## config.mk

```make
export PLATFORM = sky130hd
export DESIGN_NAME = serial_link_setup_options
export DESIGN_NICKNAME = d
export VERILOG_FILES = /design/src/rtl/serial_link_pkg.sv /design/src/rtl/rsp_fifo.sv /design/src/rtl/serial_rx.sv /design/src/rtl/serial_link_setup_options.sv
export VERILOG_INCLUDE_DIRS = /design/src /design/src/rtl
export SDC_FILE = /design/constraint.sdc
export NUM_CORES = 1
export LEC_CHECK = 0
export BUFFER_PORTS_ARGS = -buffer_cell sky130_fd_sc_hd__buf_4
export CORE_ASPECT_RATIO = 1.1
export CORE_MARGIN = 5
export CORE_UTILIZATION = 65
export DETAILED_ROUTE_END_ITERATION = 6
export PLACE_DENSITY = 0.85
export SETUP_SLACK_MARGIN = 0.4
export SKIP_LAST_GASP = 1
export SYNTH_ARGS = -nofsm -noshare
export SYNTH_HDL_FRONTEND = slang
export SYNTH_HIERARCHICAL = 1
export SYNTH_SLANG_ARGS = --single-unit
export TNS_END_PERCENT = 50
```

## constraint.sdc

```tcl
create_clock -name clk_sys -period 9.9 [get_ports clk_sys]
set_input_delay 1.98 -clock clk_sys [delete_from_list [all_inputs] [get_ports clk_sys]]
set_output_delay 1.98 -clock clk_sys [all_outputs]
set_load 0.005 [all_outputs]
```

## src/rtl/serial_link_defines.svh

```systemverilog
// constants of the serial setup block: field positions, reset values, timing
`ifndef SERIAL_LINK_DEFINES_SVH
`define SERIAL_LINK_DEFINES_SVH
`define CLK_HZ             100_000_000
`define BAUD_MAX           38400
`define BIT_CYC_MAX        (`CLK_HZ / `BAUD_MAX)
`define FMT_LF_BIT         7
`define FMT_PODD_BIT       6
`define FMT_PEN_BIT        5
`define FMT_BAUD_MSB       2
`define FMT_RST            8'h07
`define OPT_ECHO_BIT       2
`define OPT_DLY_MSB        1
`define OPT_RST            8'h01
`define BAUD_DFLT          3'h7
`define CH_CR              7'h0D
`define CH_LF              7'h0A
`define FRAME_BITS         10
`define DLY_UNITS_PER_STEP 2
`define SU_NCHARS          4'h8
`define RSP_FIFO_DEPTH     32
`define RSP_FIFO_WIDTH     8
`endif

```

## src/rtl/serial_link_pkg.sv

```systemverilog
// types shared by the serial setup block
package serial_link_pkg;
  typedef logic [6:0] char_t;
  typedef enum logic [6:0] {
    T_IDLE    = 7'b000_0001,
    T_DELAY   = 7'b000_0010,
    T_LF_PRE  = 7'b000_0100,
    T_BODY    = 7'b000_1000,
    T_CR      = 7'b001_0000,
    T_LF_POST = 7'b010_0000,
    T_DONE    = 7'b100_0000
  } tx_state_t;
endpackage : serial_link_pkg

```

## src/rtl/rsp_fifo.sv

```systemverilog
// response fifo with registered read data and honest full/empty
`timescale 1ns/10ps
module rsp_fifo #(
  parameter int unsigned WIDTH = 8,
  parameter int unsigned DEPTH = 32
) (
  // clock, reset, enable
  input  wire logic             clk_sys,
  input  wire logic             rst,
  input  wire logic             ce,
  // fill side
  input  wire logic             in_valid,
  input  wire logic [WIDTH-1:0] in_data,
  output logic                  in_ready_ff,
  // drain side
  output logic                  out_valid_ff,
  output logic [WIDTH-1:0]      out_data_ff,
  input  wire logic             out_ready
);
  localparam int unsigned AW = $clog2(DEPTH);
  logic [WIDTH-1:0] mem_ff [DEPTH];
  logic [AW-1:0]    wr_ptr_ff, rd_ptr_ff;
  logic [AW:0]      count_ff, nxt_count;
  logic             push, fill;

  // fill the output register whenever it is empty or being taken
  assign push = ce & in_valid & in_ready_ff;
  assign fill = ce & (~out_valid_ff | out_ready) & (count_ff != '0);
  assign nxt_count = count_ff + (AW+1)'(push) - (AW+1)'(fill);

  // storage array has no reset; pointers, level, ready and output register do
  always_ff @(posedge clk_sys) begin
    if (push) begin
      mem_ff[wr_ptr_ff] <= in_data;
    end
  end

  // pointers, level and ready
  always_ff @(posedge clk_sys) begin
    if (rst) begin
      wr_ptr_ff   <= '0;
      rd_ptr_ff   <= '0;
      count_ff    <= '0;
      in_ready_ff <= 1'b1;
    end else if (ce) begin
      if (push) wr_ptr_ff <= wr_ptr_ff + AW'(1);
      if (fill) rd_ptr_ff <= rd_ptr_ff + AW'(1);
      count_ff    <= nxt_count;
      in_ready_ff <= (nxt_count < (AW+1)'(DEPTH));
    end
  end

  // output register stage
  always_ff @(posedge clk_sys) begin
    if (rst) begin
      out_valid_ff <= 1'b0;
      out_data_ff  <= '0;
    end else if (ce) begin
      if (fill) begin
        out_valid_ff <= 1'b1;
        out_data_ff  <= mem_ff[rd_ptr_ff];
      end else if (out_ready) begin
        out_valid_ff <= 1'b0;
      end
    end
  end
endmodule : rsp_fifo

```

## src/rtl/serial_rx.sv

```systemverilog
// receiver for one 10-bit frame: start, 7 data, parity, stop
`timescale 1ns/10ps
module serial_rx (
  // clock, reset, enable
  input  wire logic        clk_sys,
  input  wire logic        rst,
  input  wire logic        ce,
  // synchronised line and bit period in cycles
  input  wire logic        rxd_s,
  input  wire logic [19:0] bit_div,
  // received character
  output logic             valid_ff,
  output logic [6:0]       data_ff,
  output logic             pbit_ff
);
  logic        busy_ff;
  logic [19:0] cnt_ff;
  logic [3:0]  idx_ff;
  logic [7:0]  sh_ff;

  // start detect, mid-bit sampling, stop check
  always_ff @(posedge clk_sys) begin
    if (rst) begin
      busy_ff  <= 1'b0;
      cnt_ff   <= '0;
      idx_ff   <= '0;
      sh_ff    <= '0;
      valid_ff <= 1'b0;
      data_ff  <= '0;
      pbit_ff  <= 1'b0;
    end else if (ce) begin
      valid_ff <= 1'b0;
      if (!busy_ff) begin
        if (!rxd_s) begin
          busy_ff <= 1'b1;
          cnt_ff  <= bit_div >> 1;
          idx_ff  <= '0;
        end
      end else if (cnt_ff != '0) begin
        cnt_ff <= cnt_ff - 20'h0_0001;
      end else begin
        cnt_ff <= bit_div - 20'h0_0001;
        if (idx_ff == 4'h0) begin
          // a glitch shorter than half a bit is not a start
          busy_ff <= ~rxd_s;
          idx_ff  <= 4'h1;
        end else if (idx_ff < 4'h9) begin
          sh_ff  <= {rxd_s, sh_ff[7:1]};
          idx_ff <= idx_ff + 4'h1;
        end else begin
          busy_ff  <= 1'b0;
          valid_ff <= rxd_s;  // framing errors drop the character
          data_ff  <= sh_ff[6:0];
          pbit_ff  <= sh_ff[7];
        end
      end
    end
  end
endmodule : serial_rx

```

## src/rtl/serial_link_setup_options.sv

```systemverilog
// serial channel with setup-driven framing, parity, baud, echo and delay
// Notes on behaviour
// - setup bit 7 adds linefeed before and after
// - every response body is followed by carriage return
// - added linefeeds stay out of checksum
// - parity off: ignore rx parity, send zero except on echoes
// - parity on: check and generate, bit6 odd
// - rx parity error flags the command
// - new parity starts after its acknowledgement
// - baud code halves rate from 38400 down
// - baud changes only after reset or remote reset
// - readback shows stored baud code at once
// - default mode forces 300 baud
// - options byte resets to 01
// - echo bit retransmits received characters; a newer one replaces an echo not yet sent
// - delay code adds 0, 2, 4, 6 units
// - one unit is one character time
// - delay adds to processing latency
// - answer after carriage return, drop linefeed
// - setup write needs exactly eight characters
`include "serial_link_defines.svh"
`timescale 1ns/10ps
module serial_link_setup_options #(
  parameter int unsigned BASE_DIV   = `BIT_CYC_MAX,
  parameter int unsigned FIFO_DEPTH = `RSP_FIFO_DEPTH
) (
  // clock, reset, enable
  input  wire logic                   clk_sys,
  input  wire logic                   rst,
  input  wire logic                   ce,
  // serial line and default mode strap
  input  wire logic                   rxd,
  output logic                        txd_ff,
  input  wire logic                   dflt_mode,
  // received characters toward the command parser
  output logic                        rx_valid_ff,
  output serial_link_pkg::char_t      rx_data_ff,
  output logic                        cmd_end_ff,
  output logic                        cmd_perr_ff,
  // response body from the command parser
  input  wire logic                   rsp_valid,
  input  wire serial_link_pkg::char_t rsp_data,
  input  wire logic                   rsp_last,
  output logic                        rsp_ready,
  output logic                        rsp_done_ff,
  // setup access
  input  wire logic                   su_wr,
  input  wire logic [3:0]             su_nchars,
  input  wire logic [7:0]             su_fmt,
  input  wire logic [7:0]             su_opt,
  input  wire logic                   rr_req,
  output logic [7:0]                  fmt_ff,
  output logic [7:0]                  opt_ff,
  output logic                        su_err_ff,
  output logic [2:0]                  baud_act_ff
);
  import serial_link_pkg::*;

  localparam logic [7:0] FMT_RST_L  = `FMT_RST;
  localparam logic [6:0] DLY_STEP   = 7'(`DLY_UNITS_PER_STEP * `FRAME_BITS);
  localparam logic [3:0] FRAME_BITS = 4'(`FRAME_BITS);

  tx_state_t   st_ff;
  logic        rxd_meta_ff, rxd_sync_ff, dflt_meta_ff, dflt_sync_ff;
  logic [2:0]  eff_baud;
  logic [19:0] bit_div, tick_cnt_ff;
  logic        tick_ff;
  logic        rxc_valid, rxc_pbit, rxc_perr, rxc_cr, rxc_lf;
  char_t       rxc_data;
  logic        perr_acc_ff, lf_skip_ff;
  logic        pen_act_ff, podd_act_ff, par_pend_ff, rr_pend_ff;
  logic        su_ok;
  logic        echo_pend_ff, echo_par_ff;
  char_t       echo_ch_ff;
  logic [7:0]  fifo_q;
  logic        fifo_qv, fifo_rd;
  logic [6:0]  dly_ff, dly_load;
  logic        tx_load, tx_pbit, tx_busy_ff;
  char_t       tx_char;
  logic [9:0]  tx_sh_ff;
  logic [3:0]  tx_cnt_ff;
  logic        done_now;

  // line and strap pass two flops before any logic looks at them
  always_ff @(posedge clk_sys) begin
    if (rst) begin
      rxd_meta_ff  <= 1'b1;
      rxd_sync_ff  <= 1'b1;
      dflt_meta_ff <= 1'b0;
      dflt_sync_ff <= 1'b0;
    end else if (ce) begin
      rxd_meta_ff  <= rxd;
      rxd_sync_ff  <= rxd_meta_ff;
      dflt_meta_ff <= dflt_mode;
      dflt_sync_ff <= dflt_meta_ff;
    end
  end

  // bit period: base divisor doubled per code step, fixed slowest in default mode
  assign eff_baud = dflt_sync_ff ? `BAUD_DFLT : baud_act_ff;
  assign bit_div  = 20'(BASE_DIV) << eff_baud;

  // free-running bit tick shared by transmitter and delay counter
  always_ff @(posedge clk_sys) begin
    if (rst) begin
      tick_cnt_ff <= '0;
      tick_ff     <= 1'b0;
    end else if (ce) begin
      if (tick_cnt_ff >= bit_div - 20'h0_0001) begin
        tick_cnt_ff <= '0;
        tick_ff     <= 1'b1;
      end else begin
        tick_cnt_ff <= tick_cnt_ff + 20'h0_0001;
        tick_ff     <= 1'b0;
      end
    end
  end

  serial_rx u_rx (
    .clk_sys  (clk_sys),
    .rst      (rst),
    .ce       (ce),
    .rxd_s    (rxd_sync_ff),
    .bit_div  (bit_div),
    .valid_ff (rxc_valid),
    .data_ff  (rxc_data),
    .pbit_ff  (rxc_pbit)
  );

  // parity is only judged while it is switched on
  assign rxc_perr = pen_act_ff & (^{rxc_data, rxc_pbit} ^ podd_act_ff);
  assign rxc_cr   = (rxc_data == `CH_CR);
  assign rxc_lf   = (rxc_data == `CH_LF);

  // command stream toward the parser, closed by carriage return
  always_ff @(posedge clk_sys) begin
    if (rst) begin
      rx_valid_ff <= 1'b0;
      rx_data_ff  <= '0;
      cmd_end_ff  <= 1'b0;
      cmd_perr_ff <= 1'b0;
      perr_acc_ff <= 1'b0;
      lf_skip_ff  <= 1'b0;
    end else if (ce) begin
      rx_valid_ff <= 1'b0;
      cmd_end_ff  <= 1'b0;
      if (rxc_valid) begin
        if (rxc_cr) begin
          cmd_end_ff  <= 1'b1;
          cmd_perr_ff <= perr_acc_ff | rxc_perr;
          perr_acc_ff <= 1'b0;
          lf_skip_ff  <= 1'b1;
        end else if (rxc_lf && lf_skip_ff) begin
          lf_skip_ff  <= 1'b0;
        end else begin
          rx_valid_ff <= 1'b1;
          rx_data_ff  <= rxc_data;
          perr_acc_ff <= perr_acc_ff | rxc_perr;
          lf_skip_ff  <= 1'b0;
        end
      end
    end
  end

  // setup store: whole write accepted only with exactly eight characters
  assign su_ok = ce & su_wr & (su_nchars == `SU_NCHARS);
  always_ff @(posedge clk_sys) begin
    if (rst) begin
      fmt_ff    <= `FMT_RST;
      opt_ff    <= `OPT_RST;
      su_err_ff <= 1'b0;
    end else if (ce) begin
      su_err_ff <= su_wr & (su_nchars != `SU_NCHARS);
      if (su_ok) begin
        fmt_ff <= su_fmt;
        opt_ff <= su_opt;
      end
    end
  end

  // the end of a response is where staged parity and baud take over
  assign done_now = ce & (st_ff == T_DONE) & ~tx_busy_ff;

  // active parity and baud; a new request wins over a same-cycle apply
  always_ff @(posedge clk_sys) begin
    if (rst) begin
      pen_act_ff  <= FMT_RST_L[`FMT_PEN_BIT];
      podd_act_ff <= FMT_RST_L[`FMT_PODD_BIT];
      baud_act_ff <= FMT_RST_L[`FMT_BAUD_MSB:0];
      par_pend_ff <= 1'b0;
      rr_pend_ff  <= 1'b0;
    end else if (ce) begin
      if (su_ok) begin
        par_pend_ff <= 1'b1;
      end else if (done_now && par_pend_ff) begin
        pen_act_ff  <= fmt_ff[`FMT_PEN_BIT];
        podd_act_ff <= fmt_ff[`FMT_PODD_BIT];
        par_pend_ff <= 1'b0;
      end
      if (rr_req) begin
        rr_pend_ff <= 1'b1;
      end else if (done_now && rr_pend_ff) begin
        baud_act_ff <= fmt_ff[`FMT_BAUD_MSB:0];
        rr_pend_ff  <= 1'b0;
      end
    end
  end

  // echo keeps the received parity bit so the chain sees the frame unchanged
  always_ff @(posedge clk_sys) begin
    if (rst) begin
      echo_pend_ff <= 1'b0;
      echo_ch_ff   <= '0;
      echo_par_ff  <= 1'b0;
    end else if (ce) begin
      if (rxc_valid && opt_ff[`OPT_ECHO_BIT]) begin
        echo_pend_ff <= 1'b1;
        echo_ch_ff   <= rxc_data;
        echo_par_ff  <= rxc_pbit;
      end else if (tx_load && st_ff == T_IDLE) begin
        echo_pend_ff <= 1'b0;
      end
    end
  end

  rsp_fifo #(
    .WIDTH (`RSP_FIFO_WIDTH),
    .DEPTH (FIFO_DEPTH)
  ) u_fifo (
    .clk_sys      (clk_sys),
    .rst          (rst),
    .ce           (ce),
    .in_valid     (rsp_valid),
    .in_data      ({rsp_last, rsp_data}),
    .in_ready_ff  (rsp_ready),
    .out_valid_ff (fifo_qv),
    .out_data_ff  (fifo_q),
    .out_ready    (fifo_rd)
  );

  // character picker: linefeeds come from here, never from the body stream,
  // so a checksum built by the parser over the body cannot include them
  always_comb begin
    tx_load = 1'b0;
    tx_char = '0;
    fifo_rd = 1'b0;
    if (ce && !tx_busy_ff) begin
      case (st_ff)
        T_IDLE: begin
          if (echo_pend_ff) begin
            tx_load = 1'b1;
            tx_char = echo_ch_ff;
          end
        end
        T_LF_PRE, T_LF_POST: begin
          tx_load = 1'b1;
          tx_char = `CH_LF;
        end
        T_BODY: begin
          if (fifo_qv) begin
            tx_load = 1'b1;
            tx_char = fifo_q[6:0];
            fifo_rd = 1'b1;
          end
        end
        T_CR: begin
          tx_load = 1'b1;
          tx_char = `CH_CR;
        end
        default: begin
          tx_load = 1'b0;
        end
      endcase
    end
  end

  // outgoing parity: echoes keep the received bit; otherwise zero when off, even or odd by setup when on
  assign tx_pbit = (st_ff == T_IDLE) ? echo_par_ff :
                   (pen_act_ff & (^tx_char ^ podd_act_ff));

  // delay in bit ticks: two character times per code step, ten bits each
  assign dly_load = 7'(opt_ff[`OPT_DLY_MSB:0]) * DLY_STEP;

  // response sequencer; the delay starts once the parser has a response,
  // so it comes on top of the parser's own latency
  always_ff @(posedge clk_sys) begin
    if (rst) begin
      st_ff       <= T_IDLE;
      dly_ff      <= '0;
      rsp_done_ff <= 1'b0;
    end else if (ce) begin
      rsp_done_ff <= 1'b0;
      case (st_ff)
        T_IDLE: begin
          if (fifo_qv && !echo_pend_ff && !tx_busy_ff) begin
            dly_ff <= dly_load;
            if (dly_load != '0) st_ff <= T_DELAY;
            else st_ff <= fmt_ff[`FMT_LF_BIT] ? T_LF_PRE : T_BODY;
          end
        end
        T_DELAY: begin
          if (tick_ff) begin
            if (dly_ff == '0) st_ff <= fmt_ff[`FMT_LF_BIT] ? T_LF_PRE : T_BODY;
            else dly_ff <= dly_ff - 7'h01;
          end
        end
        T_LF_PRE: begin
          if (tx_load) st_ff <= T_BODY;
        end
        T_BODY: begin
          if (tx_load && fifo_q[7]) st_ff <= T_CR;
        end
        T_CR: begin
          if (tx_load) st_ff <= fmt_ff[`FMT_LF_BIT] ? T_LF_POST : T_DONE;
        end
        T_LF_POST: begin
          if (tx_load) st_ff <= T_DONE;
        end
        T_DONE: begin
          if (!tx_busy_ff) begin
            st_ff       <= T_IDLE;
            rsp_done_ff <= 1'b1;
          end
        end
        default: begin
          st_ff <= T_IDLE;
        end
      endcase
    end
  end

  // transmit shifter: start, 7 data, parity, stop, one bit per tick
  always_ff @(posedge clk_sys) begin
    if (rst) begin
      txd_ff     <= 1'b1;
      tx_sh_ff   <= '1;
      tx_cnt_ff  <= '0;
      tx_busy_ff <= 1'b0;
    end else if (ce) begin
      if (tx_load) begin
        tx_sh_ff   <= {1'b1, tx_pbit, tx_char, 1'b0};
        tx_cnt_ff  <= FRAME_BITS;
        tx_busy_ff <= 1'b1;
      end else if (tick_ff && tx_busy_ff) begin
        txd_ff    <= tx_sh_ff[0];
        tx_sh_ff  <= {1'b1, tx_sh_ff[9:1]};
        tx_cnt_ff <= tx_cnt_ff - 4'h1;
        // busy drops as the stop bit starts; next start waits a full tick
        if (tx_cnt_ff == 4'h1) tx_busy_ff <= 1'b0;
      end
    end
  end
endmodule : serial_link_setup_options

```

# Yosys cells after proc, flatten, opt, wreduce, memory -nomap -nowiden
# Memories as Yosys holds them, arrays and structs flattened. A register that Yosys moved wholly into a read port is not among the register bits.
# Cells that the tools add are included.
# word_totals
reg_bits,161
n_memories,1
input_bits,36
output_inout_bits,33
ram_bits,256
# classes
n_addsub,10
bitwise,26
n_reduce_logical,51
n_mux,73
n_lt_le_gt_ge,3
mul,1
shift,1
eq_ne,25
# memory_table
name,words,word_bits,read_ports,rd_ports_with_merged_regs,write_ports,line,text
u_fifo.mem_ff,32,8,1,1,1,rsp_fifo.sv:21,logic [WIDTH-1:0] mem_ff [DEPTH];
# op_table
cell,n
7-bit two-way mux,15
20-bit two-way mux,4
7-bit case mux with 7 select lines,1
20-bit by 1-bit subtractor with 20-bit output (second input constant),2
1-bit two-way mux,38
4-bit two-way mux,9
7-bit case mux with 4 select lines,1
2-bit AND reduction,11
7-bit by 4-bit == test with 1-bit output (second input constant),3
20-bit by 1-bit adder with 20-bit output (second input constant),1
20-bit >= comparator,1
10-bit two-way mux,2
2-bit != test (second input constant),10
20-bit nonzero test,1
12-bit by 3-bit << shifter with 20-bit output (first input constant),1
3-bit AND reduction,6
5-bit AND reduction,3
7-bit case mux with 2 select lines,1
2-bit nonzero test,7
1-bit AND,11
1-bit NOT,11
5-bit by 1-bit adder with 5-bit output (second input constant),2
1-bit logical AND,10
9-bit AND reduction,1
33 further kinds,38

# Logic depth before layout (Yosys ltp)
# depth
word_depth,9
ltp_mapped,17
mapped_depth_nobuf,16

# Hierarchy
# Netlist, hierarchy kept.
# by_module_without_submodules
mod,seq_area_each_um2,area_per_inst_um2,n_inst,cells_per_inst
rsp_fifo,8207.9,11133.2,1,597
serial_link_setup_options,2001.9,5541.6,1,681
serial_rx,840.8,2590.0,1,334

# Worst setup path before layout
# No wires, ideal clock.
# synth_timing
path_kind,input port to flip-flop
start,input port ce
end,register u_fifo.count_ff[5]
t_arrival_ns,4.371
path_stages,14
setup_slack_ns,5.413
cell_sequence,clkbuf_1 > nand2_1 > nor2_1 > inv_1 > a21oi_1 > ha_1 > inv_1 > ha_1 > a21o_1 > a21oi_1 > o21bai_1 > a21oi_1 > xor2_1 > a31o_2
# synth_between
elab_chain_len,6
elab_cells_between_ends,9
classes_between,add/sub (2); mux (1); bitwise (5); reduce/logical (1)
# synth_rtl
item,line,text
"start, declared",serial_link_setup_options.sv:30,"input wire logic ce,"
1-bit logical AND,serial_link_setup_options.sv:247,if (ce && !tx_busy_ff) begin
1-bit two-way mux,serial_link_setup_options.sv:247,
net fifo_rd,serial_link_setup_options.sv:76,"logic fifo_qv, fifo_rd;"
1-bit OR,rsp_fifo.sv:28,assign fill = ce & (~out_valid_ff | out_ready) & (count_ff != '0);
1-bit AND (2 in series),rsp_fifo.sv:28,
net u_fifo.fill,rsp_fifo.sv:24,"logic push, fill;"
6-bit by 1-bit subtractor with 6-bit output,rsp_fifo.sv:29,assign nxt_count = count_ff + (AW+1)'(push) - (AW+1)'(fill);
"end signal, assigned",rsp_fifo.sv:48,count_ff <= nxt_count;
"end, declared",rsp_fifo.sv:23,"logic [AW:0] count_ff, nxt_count;"
# The timed path passes the listed nets, and every way through them passes these cells.
# A chain may end at the register's enable or synchronous reset.

# Worst setup path in the final report
# layout_timing
start,input port ce
end,register u_fifo.in_ready_ff
# layout_between
elab_chain_len,7
elab_cells_between_ends,10
classes_between,add/sub (2); order compare (1); mux (1); bitwise (5); reduce/logical (1)
# layout_rtl
item,line,text
1-bit logical AND,serial_link_setup_options.sv:247,
1-bit two-way mux,serial_link_setup_options.sv:247,
net fifo_rd,serial_link_setup_options.sv:76,
1-bit OR,rsp_fifo.sv:28,
1-bit AND (2 in series),rsp_fifo.sv:28,
net u_fifo.fill,rsp_fifo.sv:24,
6-bit by 1-bit subtractor with 6-bit output,rsp_fifo.sv:29,
6-bit less-than comparator,rsp_fifo.sv:49,in_ready_ff <= (nxt_count < (AW+1)'(DEPTH));
"end signal, assigned",rsp_fifo.sv:49,
"end, declared",rsp_fifo.sv:14,"output logic in_ready_ff,"
# The timed path passes the listed nets, and every way through them passes these cells.

==> results.toml <==
[outcome]
outcome = "finished, final reports clean"

[synth]
seq_area_frac_synth_pct = 57.4
ys_seq_elements = 424
yosysWarnings = 6
synth_mux_area_share_pct = 9.07
synthArstFlopShare_pct = 0
yosys_most_used_dff = "edfxtp_1"
synthAdderAreaFrac_pct = 2.96
netlist_instances = 1612
synth_xor_area_share_pct = 2.95
netlist_area_sq_mm = 0.0193
synth_compound_area_share_pct = 12.2
synth_edf_count = 256
synth_top_family_by_area = "simple AND/OR/NAND/NOR gates"
synth-simple-area-share_pct = 12.3
syn_avg_cell_area_sq_um = 12.0
ys_types = 91

[global_route]
grt_pass1_wl_um = 70400
grt_pass1_vias = 13188
grt_max_degree = 65
overflow = 0
grt_use_total_pct = 26.3
grt_antenna_before_repair = 0

[clock_tree]
clkLatencyLatePin_ps = 540
htreeDepth = 2
cts_sinks = 424
numCtsBuffers = 41
cts_resized = 0
cts_tree = "done"
clkTransAtPathRegs_ps = 60
clk_path_buf_depth = 3
ctsHoldBuffers = 0
cts-root-buf = "clkbuf_16"
postCtsSetupBuffers = 0

[layout]
final_area_sq_mm = 0.0213
drive_above_1_share_pct = 13.0
final_cell_mix = "256 x edfxtp_1, 180 x nor2_1, 167 x dfxtp_1"
area_delta_synth_final_pct = 10.6
utilization_pct = 72.5
instances_no_fill = 2061
nets = 1737
diodes = 0
layout_commonest_cell = "edfxtp_1"

[pwr]
power.leakage_nw = 7.53
total_power_mw = 4.40
max-vdd-ir-drop_mv = 0.208
pwr_density_cell_mw_per_mm2 = 207

[die]
initial_core_util_pct = 65.5
rows = 66
die_height_um = 191
coreArea_sq_mm = 0.0294
ios = 69
dieArea_sq_mm = 0.0332
die-width_um = 174

[placed_design]
postPlaceCellArea_sq_mm = 0.0199
dp_slack_ps = 4550
port_buffers = 68
hpwl_um = 28500
placed_cells = 1987
gp_congestion = 0.917

[worst_setup_path]
cp_top_family = "compound AO/OA/AOI/OAI gates"
slowest_delay_ps = 560
worst_ep_arrival_time_ps = 5280
critPathCaptureType = "flip-flop"
critPathRequiredTime_ps = 10270
crit_chain = "buf_4 -> nand2_1 -> nor2_1 -> inv_1 -> a21oi_1 -> ha_1 -> inv_1 -> ha_1 -> a21o_1 -> a21oi_1 -> o21bai_1 -> a21oi_1 -> xor2_1 -> a31oi_1"
path_common_cell = "a21oi_1"
worst_setup_path_start_kind = "input pin"
crit_type = "in2reg"
cpMaxStageDelayCell = "a21oi_1"
critPathBufInv = 3
path_max_fanout = 63

[sta]
skew_ps = 11.7
finalMaxSlewViolations = 0
hold_viol = 0
setup_tns_ps = 0
fmax_mhz = 203
worst_slack_ps = 4980
worst_pin_slew_ps = 1230
setup_viol = 0
min_period_ps = 4920
relSlewSlack_pct = 17.7
fin_crit_sh_pct = 49.6
whs_ps = 448
rsz0062_at_grt = "false"

[route]
initialDrtViolationCount = 1364
dr_total_vias = 13303
avgViaCountPerCell = 6.45
drc = 0
wl_per_cell_um = 21.3
drt_wl_total_um = 43900
drtAntennaViolNets = 0
dr.pass1.iters = 7

[job]
drv_cap = 0

[hold_path]
min_path_type = "reg2reg"
## power breakdown
group          switching (mW)  total [mW]  internal (mW)
registers              0.0943        2.01           1.92
logic                   0.443       0.814          0.371
clock network           0.649        1.57          0.924
## per-layer routing
metal  global-route usage [%]  wire length, um  part of all wire (%)  vias up
li1                         -                -                     -     6135
met1                     32.8            16900                    38     6454
met2                     47.8            22500                    51      597
met3                     4.26             3190                   7.3      117
met4                     7.40             1290                   2.9        0
met5                        0                0                     0        -
## worst paths after layout
path | start | endpoint | slack (ps) | cells past startpoint
worst min register to register | tx_sh_ff[3]$_SDFFE_PP1P_ | tx_sh_ff[3]$_SDFFE_PP1P_ | 450 | 2
worst max-delay path | ce | u_fifo/in_ready_ff$_SDFFE_PP1P_ | 4980 | 14
worst max register to register | baud_act_ff[0]$_SDFFE_PP1P_ | tick_cnt_ff[6]$_SDFFE_PP0P_ | 5780 | 17
worst min-delay path | tx_sh_ff[3]$_SDFFE_PP1P_ | tx_sh_ff[3]$_SDFFE_PP1P_ | 450 | 2
## flip-flops by register name, indices dropped and copies added, names as in the netlist, 3 cells and up
| signal | count |
|---|---|
| u_fifo/wr_ptr_ff | 5 |
| tick_cnt_ff | 20 |
| u_rx/cnt_ff | 20 |
| rx_data_ff | 7 |
| u_fifo/rd_ptr_ff | 5 |
| u_rx/data_ff | 7 |
| baud_act_ff | 3 |
| u_rx/sh_ff | 8 |
| echo_ch_ff | 7 |
| st_ff | 7 |
| opt_ff | 8 |
| tx_cnt_ff | 4 |
| fmt_ff | 8 |
| u_fifo/out_data_ff | 8 |
| u_rx/idx_ff | 4 |
| dly_ff | 7 |
| tx_sh_ff | 9 |
| u_fifo/count_ff | 6 |
| u_fifo/mem_ff | 256 |
## area by class of cell
class / instances / area [sq um]
Sequential cell: 424 / 11100
Timing Repair Buffer: 81 / 608
Inverter: 46 / 173
Clock buffer: 51 / 1100
Clock inverter: 23 / 248
Fill cell: 1924 / 8100
Multi-Input combinational cell: 1062 / 7650
Tap cell: 374 / 468
## cell usage after synthesis, types with 6 or more instances
master / n / area (sq um)
a211o_1: 6 / 52.6
a211oi_1: 37 / 278
a21o_1: 11 / 82.6
a21oi_1: 110 / 551
a221oi_1: 8 / 70.1
a22o_1: 14 / 123
a22oi_1: 17 / 128
a31oi_1: 16 / 100
and3_1: 8 / 50.1
buf_2: 9 / 45.0
buf_4: 7 / 52.6
clkbuf_1: 57 / 214
dfxtp_1: 168 / 3360
edfxtp_1: 256 / 7690
ha_1: 44 / 551
inv_1: 46 / 173
mux2i_1: 62 / 621
mux4_1: 6 / 158
mux4_2: 43 / 968
nand2_1: 138 / 518
nand2b_1: 18 / 113
nand3_1: 21 / 105
nand3b_1: 9 / 67.6
nand4_1: 14 / 87.6
nor2_1: 180 / 676
nor2b_1: 10 / 62.6
nor3_1: 24 / 120
nor3b_1: 7 / 52.6
nor4_1: 10 / 62.6
o211ai_1: 8 / 60.1
o21ai_0: 34 / 170
o21bai_1: 6 / 45.0
o221ai_1: 11 / 96.3
o22ai_1: 11 / 68.8
o31ai_1: 8 / 60.1
or2_2: 7 / 43.8
or3_1: 10 / 62.6
xnor2_1: 31 / 272
xor2_1: 32 / 280
## tightest hold or removal path: cells and delay by family, from the launching register on
| kind | cells | cell delay, ps |
|---|---|---|
| DFF | 1 | 310 |
| and+or+nand+nor | 2 | 90 |
## cells by family (layout without fill, tap and decap cells)
group	Yosys count	after routing
other cells	2	9
flops	424	424
xor+xnor	64	64
simple gates	490	490
buf+inv	133	201
fa+ha+maj	45	45
compound gates	343	343
mux	111	111
Power figures use the tool's default switching activity.
